**src/wdtu_pkg.sv**
```systemverilog
// Purpose: shared constants and types for the watchdog timer unit
// Assumes: 20 MHz mclk_i, registers on a plain strobe port
// Notes: addresses are word indices on the register port
`default_nettype none
package wdtu_pkg;
    localparam int ADDR_W = 2;
    localparam int DATA_W = 8;
    localparam logic [1:0] ADDR_CONFIG = 2'h0;
    localparam logic [1:0] ADDR_COMMAND = 2'h1;
    localparam logic [1:0] ADDR_STATUS = 2'h2;
    // config register fields
    localparam int CFG_PERIOD_LSB = 1;
    localparam int CFG_ACTION_BIT = 0;
    localparam int CFG_ENABLE_BIT = 3;
    localparam logic [7:0] CFG_RESET_VAL = 8'h09;
    // command codes
    localparam logic [7:0] CMD_CLEAR = 8'h4E;
    localparam logic [7:0] CMD_DISABLE = 8'hB1;
    // divider and counter widths: fast clock periods 2^25..2^19, slow 2^17..2^11
    localparam int DIV_FAST_W = 23;
    localparam int DIV_SLOW_W = 15;
    localparam int RST_OUT_LOG2 = 20;
    typedef struct packed {
        logic [ADDR_W-1:0] addr;
        logic [DATA_W-1:0] wdata;
        logic wr;
        logic rd;
    } wdtu_bus_req_t;
    typedef struct packed {
        logic stop_mode;
        logic idle_mode;
        logic slow_clock;
        logic slow_tick;
    } wdtu_mode_t;
    typedef enum logic [2:0] {
        WDTU_ST_IDLE = 3'b001,
        WDTU_ST_RESET = 3'b010,
        WDTU_ST_IRQ = 3'b100
    } wdtu_state_t;
endpackage : wdtu_pkg
`default_nettype wire

```
**src/wdtu_counter.sv**
```systemverilog
// Purpose: two-stage binary counter behind the prescale divider
// Assumes: tick_i is a one-cycle pulse at the prescale carry
// Notes: the overflow pulse marks the falling edge of the top stage
`default_nettype none
module wdtu_counter (
    input wire logic mclk_i,
    input wire logic rst_n_i,
    input wire logic tick_i,
    input wire logic clear_i,
    output logic ovf_o
);
    logic [1:0] cnt_reg;
    logic [1:0] cnt_next;
    logic ovf_next;
    always_comb begin
        cnt_next = cnt_reg;
        ovf_next = 1'b0;
        if (clear_i) begin
            cnt_next = 2'h0;
        end else if (tick_i) begin
            cnt_next = cnt_reg + 2'h1;
            ovf_next = (cnt_reg == 2'h3);
        end
    end
    always_ff @(posedge mclk_i or negedge rst_n_i) begin
        if (!rst_n_i) begin
            cnt_reg <= 2'h0;
            ovf_o <= 1'b0;
        end else begin
            cnt_reg <= cnt_next;
            ovf_o <= ovf_next;
        end
    end
endmodule : wdtu_counter
`default_nettype wire

```
**src/wdtu_sync.sv**
```systemverilog
// Purpose: two-flop synchroniser for one level
// Assumes: async input, single clock
// Notes: first flop read only by the second
`default_nettype none
module wdtu_sync (
    input wire logic mclk_i,
    input wire logic rst_n_i,
    input wire logic d_i,
    output logic q_o
);
    logic meta_reg;
    always_ff @(posedge mclk_i or negedge rst_n_i) begin
        if (!rst_n_i) begin
            meta_reg <= 1'b0;
            q_o <= 1'b0;
        end else begin
            meta_reg <= d_i;
            q_o <= meta_reg;
        end
    end
endmodule : wdtu_sync
`default_nettype wire

```
**src/wdtu_top.sv**
```systemverilog
// Contract
// - overflow action chosen once after reset
// - interval timer interrupt when not supervising
// - overflow asserts output unless cleared first
// - select 1 gives reset pulse low
// - select 0 gives watchdog interrupt request
// - stop and idle pause counting, hold count
// - code 4E clears counter, not divider
// - four detection periods, fast or slow
// - enable bit 3 runs the watchdog
// - reset sets enable bit to one
// - disable needs enable cleared then B1
// - B1 while enabled is ignored
// - disabled holds counter stages at zero
// - interrupt unmasked, waits for return
// - reset output low for 2^20 cycles
//
// Purpose: watchdog timer with config and command registers
// Assumes: mode inputs and slow tick come from outside the clock domain
// Notes: mclk_i stands for the fast clock; slow_tick_i marks fs edges
//
// The address-and-strobe port and the register addresses are this design's own decisions.
`default_nettype none
module wdtu_top #(
    parameter int RST_OUT_CYCLES = 1 << wdtu_pkg::RST_OUT_LOG2
) (
    input wire logic mclk_i,
    input wire logic rst_n_i,
    input wire logic [wdtu_pkg::ADDR_W-1:0] addr_i,
    input wire logic [wdtu_pkg::DATA_W-1:0] wdata_i,
    input wire logic wr_i,
    input wire logic rd_i,
    output logic [wdtu_pkg::DATA_W-1:0] rdata_o,
    input wire logic stop_mode_i,
    input wire logic idle_mode_i,
    input wire logic dual_clock_mode_i,
    input wire logic slow_clock_i,
    input wire logic slow_tick_i,
    input wire logic irq_return_instr_i,
    output logic wdog_irq_o,
    output logic sys_reset_n_o,
    output logic sys_reset_n_oe_o,
    output logic fast_osc_on_o
);
    import wdtu_pkg::*;

    wdtu_mode_t mode;
    logic stop_s, idle_s, slow_s, stick_s, stick_d_reg;
    logic dual_s, ret_s;
    wdtu_sync u_sync_stop (.mclk_i(mclk_i), .rst_n_i(rst_n_i), .d_i(stop_mode_i), .q_o(stop_s));
    wdtu_sync u_sync_idle (.mclk_i(mclk_i), .rst_n_i(rst_n_i), .d_i(idle_mode_i), .q_o(idle_s));
    wdtu_sync u_sync_slow (.mclk_i(mclk_i), .rst_n_i(rst_n_i), .d_i(slow_clock_i), .q_o(slow_s));
    wdtu_sync u_sync_tick (.mclk_i(mclk_i), .rst_n_i(rst_n_i), .d_i(slow_tick_i), .q_o(stick_s));
    wdtu_sync u_sync_dual (.mclk_i(mclk_i), .rst_n_i(rst_n_i), .d_i(dual_clock_mode_i), .q_o(dual_s));
    wdtu_sync u_sync_ret (.mclk_i(mclk_i), .rst_n_i(rst_n_i), .d_i(irq_return_instr_i), .q_o(ret_s));

    // registers
    logic [1:0] period_reg, period_next;
    logic action_reg, action_next;
    logic action_locked_reg, action_locked_next;
    logic enable_reg, enable_next;
    logic running_reg, running_next;
    logic [DIV_FAST_W-1:0] div_reg, div_next;
    logic [DATA_W-1:0] rdata_next;
    logic irq_next;
    logic irq_pend_reg, irq_pend_next;
    logic in_service_reg, in_service_next;
    logic rst_out_reg, rst_out_next;
    logic [20:0] rst_len_reg, rst_len_next;
    wdtu_state_t state_reg, state_next;

    logic wr_cfg, wr_cmd, counting, cnt_clear, ovf, tick, slow_edge;
    logic [4:0] tap;

    always_comb begin
        mode.stop_mode = stop_s;
        mode.idle_mode = idle_s;
        mode.slow_clock = slow_s;
        mode.slow_tick = stick_s;
    end

    assign wr_cfg = wr_i && (addr_i == ADDR_CONFIG);
    assign wr_cmd = wr_i && (addr_i == ADDR_COMMAND);
    assign slow_edge = mode.slow_tick && !stick_d_reg;
    assign counting = running_reg && !mode.stop_mode && !mode.idle_mode;
    assign cnt_clear = !running_reg || (wr_cmd && wdata_i == CMD_CLEAR);

    // divider tap: binary counter steps at a quarter of the period
    always_comb begin
        tap = 5'h0;
        if (mode.slow_clock) begin
            tap = 5'(DIV_SLOW_W - 2 * int'(period_reg) - 1);
        end else begin
            tap = 5'(DIV_FAST_W - 2 * int'(period_reg) - 1);
        end
    end

    // divider advances on fast clock, or on fs edges in slow operation
    always_comb begin
        div_next = div_reg;
        tick = 1'b0;
        if (counting && (!mode.slow_clock || slow_edge)) begin
            div_next = div_reg + 1'b1;
            tick = (div_reg[tap] == 1'b1) && (div_next[tap] == 1'b0);
        end else if (!running_reg) begin
            div_next = '0;
        end
    end

    wdtu_counter u_counter (
        .mclk_i(mclk_i),
        .rst_n_i(rst_n_i),
        .tick_i(tick),
        .clear_i(cnt_clear),
        .ovf_o(ovf)
    );

    // config and command decode
    always_comb begin
        period_next = period_reg;
        action_next = action_reg;
        action_locked_next = action_locked_reg;
        enable_next = enable_reg;
        running_next = running_reg;
        if (wr_cfg) begin
            period_next = wdata_i[CFG_PERIOD_LSB +: 2];
            enable_next = wdata_i[CFG_ENABLE_BIT];
            if (wdata_i[CFG_ENABLE_BIT]) begin
                running_next = 1'b1;
            end
            if (!action_locked_reg) begin
                action_next = wdata_i[CFG_ACTION_BIT];
                action_locked_next = 1'b1;
            end
        end
        if (wr_cmd && wdata_i == CMD_DISABLE && !enable_reg) begin
            running_next = 1'b0;
        end
        // any other command code falls through untouched
    end

    // overflow action sequencer
    always_comb begin
        state_next = state_reg;
        irq_next = 1'b0;
        irq_pend_next = irq_pend_reg;
        in_service_next = in_service_reg;
        rst_out_next = rst_out_reg;
        rst_len_next = rst_len_reg;
        if (ret_s) begin
            in_service_next = 1'b0;
        end
        case (state_reg)
            WDTU_ST_IDLE: begin
                if (ovf && running_reg) begin
                    if (action_reg) begin
                        state_next = WDTU_ST_RESET;
                        rst_out_next = 1'b1;
                        rst_len_next = 21'(RST_OUT_CYCLES - 1);
                    end else begin
                        irq_pend_next = 1'b1;
                    end
                end
                if (irq_pend_reg && !in_service_reg) begin
                    irq_next = 1'b1;
                    irq_pend_next = ovf && running_reg && !action_reg;
                    in_service_next = 1'b1;
                end
            end
            WDTU_ST_RESET: begin
                if (rst_len_reg == 21'h0) begin
                    rst_out_next = 1'b0;
                    state_next = WDTU_ST_IDLE;
                end else begin
                    rst_len_next = rst_len_reg - 21'h1;
                end
            end
            default: begin
                state_next = WDTU_ST_IDLE;
            end
        endcase
    end

    // read mux
    always_comb begin
        rdata_next = '0;
        if (rd_i) begin
            case (addr_i)
                ADDR_CONFIG: begin
                    rdata_next[CFG_PERIOD_LSB +: 2] = period_reg;
                    rdata_next[CFG_ACTION_BIT] = action_reg;
                    rdata_next[CFG_ENABLE_BIT] = enable_reg;
                end
                ADDR_STATUS: begin
                    rdata_next = {3'h0, dual_s, action_locked_reg, rst_out_reg, in_service_reg, running_reg};
                end
                default: begin
                    rdata_next = '0;
                end
            endcase
        end
    end

    always_ff @(posedge mclk_i or negedge rst_n_i) begin
        if (!rst_n_i) begin
            period_reg <= 2'h0;
            action_reg <= 1'b1;
            action_locked_reg <= 1'b0;
            enable_reg <= 1'b1;
            running_reg <= 1'b1;
            div_reg <= '0;
            stick_d_reg <= 1'b0;
            state_reg <= WDTU_ST_IDLE;
            irq_pend_reg <= 1'b0;
            in_service_reg <= 1'b0;
            rst_out_reg <= 1'b0;
            rst_len_reg <= 21'h0;
            rdata_o <= '0;
        end else begin
            period_reg <= period_next;
            action_reg <= action_next;
            action_locked_reg <= action_locked_next;
            enable_reg <= enable_next;
            running_reg <= running_next;
            div_reg <= div_next;
            stick_d_reg <= mode.slow_tick;
            state_reg <= state_next;
            irq_pend_reg <= irq_pend_next;
            in_service_reg <= in_service_next;
            rst_out_reg <= rst_out_next;
            rst_len_reg <= rst_len_next;
            rdata_o <= rdata_next;
        end
    end

    // open-drain reset pin: enable high drives pin low
    always_ff @(posedge mclk_i or negedge rst_n_i) begin
        if (!rst_n_i) begin
            sys_reset_n_o <= 1'b1;
            sys_reset_n_oe_o <= 1'b0;
            fast_osc_on_o <= 1'b0;
            wdog_irq_o <= 1'b0;
        end else begin
            sys_reset_n_o <= !rst_out_next;
            sys_reset_n_oe_o <= rst_out_next;
            fast_osc_on_o <= rst_out_next;
            wdog_irq_o <= irq_next;
        end
    end
endmodule : wdtu_top
`default_nettype wire
```
**config.mk**
```make
export PLATFORM = sky130hd
export DESIGN_NAME = wdtu_top
export DESIGN_NICKNAME = d
export VERILOG_FILES = /design/src/wdtu_pkg.sv /design/src/wdtu_counter.sv /design/src/wdtu_sync.sv /design/src/wdtu_top.sv
export SDC_FILE = /design/constraint.sdc
export NUM_CORES = 1
export LEC_CHECK = 0
export ABC_AREA = 1
export BUFFER_PORTS_ARGS = -buffer_cell sky130_fd_sc_hd__buf_2
export CORE_MARGIN = 2
export CORE_UTILIZATION = 60
export CTS_CLUSTER_SIZE = 20
export DETAILED_ROUTE_END_ITERATION = 8
export PLACE_DENSITY_LB_ADDON = 0.25
export SLEW_MARGIN = 0
export SYNTH_ARGS = -nofsm -noshare
export SYNTH_HDL_FRONTEND = slang
export SYNTH_SLANG_ARGS = --single-unit
```
**constraint.sdc**
```tcl
create_clock -name mclk_i -period 2.8 [get_ports mclk_i]
set_input_delay 0.28 -clock mclk_i [delete_from_list [all_inputs] [get_ports mclk_i]]
set_output_delay 0.28 -clock mclk_i [all_outputs]
set_load 0.005 [all_outputs]
```
==> flow_metrics.py <==
metrics = {
    "layout": {
        "final_nets": 554,
        "num_antenna_cells": 0,
        "final_cells": 611,
        "areaGrowthSynthToFinish_pct": 10.0,
        "largest_reg_flops": 23,
        "final_layout_size_suffix_gt1_frac": 0.131,
        "fin_util": 0.690,
        "final_common_cell": "nand2_1",
        "final_cell_mix": "nand2_1, dfrtp_1, inv_1",
    },
    "clocking": {
        "worstSkewPairLatency_ns": 0.35,
        "hold_buffers": 0,
        "post-cts-setup-buffers": 0,
        "cts_num_sinks": 78,
        "clock_path_buffers": 2,
        "clk_pin_slew_worst_paths_ns": 0.08,
        "h-tree-depth": 3,
        "root_buffer": "clkbuf_8",
        "cts_resized": 0,
        "cts_buffers": 9,
        "cts_tree": "built",
    },
    "detailed_routing": {
        "drc_errors": 0,
        "vias": 3421,
        "via_per_inst": 5.60,
        "dr.pass1.iters": 5,
        "finalWirelength_um": 8400,
        "wire_per_inst_um": 13.8,
        "detail-route-antenna-nets": 0,
        "drtIter0Drc": 228,
    },
    "global_route": {
        "busiest_layer": "met2",
        "met2_usage": 0.415,
        "grt_util_met1": 0.306,
        "grt_pass1_vias": 3269,
        "grt_pass1_wl_um": 14300,
        "grt.met3_usage": 0.0606,
        "grtUsageTotal": 0.247,
        "antenna_found_initial": 0,
        "grt_max_degree": 79,
        "grt_remaining_overflow": 0,
    },
    "sta": {
        "slew_violations": 0,
        "fmax_mhz": 438,
        "rsz0062_at_grt": "false",
        "hold_viol": 0,
        "clock_skew_ns": 0.00985,
        "hold_ws_ns": 0.0343,
        "tightest_slew_ns": 0.916,
        "setup_viol": 0,
        "finalCritPeriodShare": 0.816,
        "min_period_ns": 2.28,
        "max_slew_margin": 0.389,
        "tns_ns": 0,
    },
    "placement": {
        "post-dp-hpwl_um": 6040,
        "gp_congestion": 0.892,
        "port_buffers": 28,
        "dp_cells": 595,
    },
    "logic_synthesis": {
        "ys_ff_latch": 78,
        "async_reset_ff_frac": 1.00,
        "synth-edff-count": 0,
        "yosys_warnings": 0,
        "ys.flop_type": "dfrtp_1",
        "synth_cell_types": 45,
        "syn_avg_cell_area_um2": 8.09,
        "syn_area_um2": 4000,
        "syn_inst": 495,
        "synth.yosys.seq_area_share": 0.489,
    },
    "floorplan": {
        "ios": 32,
        "die_w_um": 85.7,
        "num_rows": 29,
        "die_area_um2": 7340,
        "die_h_um": 85.7,
        "core-area_um2": 6390,
        "start_util": 0.627,
    },
    "worst_setup_path": {
        "cp-end-kind": "flop",
        "cp-start-kind": "flop",
        "crit_type": "flop to flop",
        "cp.arrival_ns": 2.54,
        "cp_data_required_time_ns": 3.06,
        "crit_fanout": 11,
    },
    "power_and_ir_drop": {
        "power_density_nw_per_um2": 515,
        "p_leak_nw": 2.20,
        "clkPwrFrac": 0.365,
        "share_seq_of_total_power": 0.545,
        "fin_total_pwr_mw": 2.27,
        "switchingPower_mw": 0.568,
        "peakVddDrop_mv": 0.531,
        "combPwrFrac": 0.090,
        "swShare": 0.250,
        "p_int_mw": 1.70,
    },
    "status": {
        "outcome": "finished, final reports clean",
    },
    "hold_path": {
        "hold_path.class": "primary input to flop",
    },
    "job": {
        "maxCapViolations": 0,
    },
}
[worst paths after layout]
check                           cells after the start  slack, ns                      startpoint                             end
worst max register to register                     12       0.52      rst_len_reg[0]$_DFFE_PN0P_     rst_len_reg[10]$_DFFE_PN0P_
worst min-delay path                                1       0.03               dual_clock_mode_i  u_sync_dual.meta_reg$_DFF_PN0_
worst max-delay path                               12       0.52      rst_len_reg[0]$_DFFE_PN0P_     rst_len_reg[10]$_DFFE_PN0P_
min in group asynchronous                           1       0.06                         rst_n_i       u_sync_dual.q_o$_DFF_PN0_
worst min register to register                      0       0.35  u_sync_stop.meta_reg$_DFF_PN0_       u_sync_stop.q_o$_DFF_PN0_
max in group asynchronous                           1       2.14                         rst_n_i          div_reg[0]$_DFFE_PN0P_
[cell families after synthesis]
logic type	Yosys count	share of synthesized area
xor gates and xnor gates	7	0.0153
buffers and inverters	81	0.0809
other	1	0.000937
AOI/OAI and AO/OA	87	0.126
DFF	78	0.489
adders and majority gates	5	0.0156
and+or+nand+nor	236	0.272
[per-stage QoR]
stage               cell area (um2)  setup WS [ns]
CTS                            4410          0.514
global placement               4210          0.650
floorplan                      4010          0.951
global route                   4410          0.284
finish                         4410          0.516
detailed placement             4210          0.532
[per-layer routing]
layer	routed length [um]	part of all wire	up-vias
met5	0	0	-
met3	431	0.051	10
met1	3690	0.44	1606
li1	-	-	1693
met4	124	0.015	0
met2	4160	0.49	112
[cell usage after synthesis (6+ instances only)]
library cell / instances / area, um2
nand2_1: 97 / 364
dfrtp_1: 73 / 1830
inv_1: 67 / 251
nor2_1: 55 / 206
o21ai_0: 49 / 245
nand3_1: 45 / 225
a21oi_1: 12 / 60.1
nor3_1: 8 / 40.0
nand4_1: 7 / 43.8
nor2_2: 6 / 37.5
[area by class of cell]
cell class	count	area, um2
Timing Repair Buffer	30	158
Sequential cell	78	1960
Fill cell	502	1980
Inverter	72	270
Tap cell	77	96.3
Clock buffer	12	145
Clock inverter	4	48.8
Multi-Input combinational cell	338	1730
[power groups by stage]
stage                     logic [mW]  registers (mW)  clock network, mW
after floorplan                0.140            1.24                  0
after global routing           0.238            1.24              0.891
after global placement         0.197            1.25                  0
final                          0.204            1.24              0.829
after detailed placement       0.205            1.26                  0
after CTS                      0.206            1.23              0.848
[critical path: stages, from the launching register on]
cell	delay [ns]
dfrtp_1	0.38
inv_1	0.14
ha_1	0.20
nand2_1	0.12
nor2_2	0.21
nand3_1	0.12
nand2_1	0.14
o21ai_1	0.08
nand2_1	0.29
inv_1	0.23
nand2_1	0.12
o21ai_0	0.08
o211ai_1	0.09
Note: power is estimated with default switching activity, not from simulation.
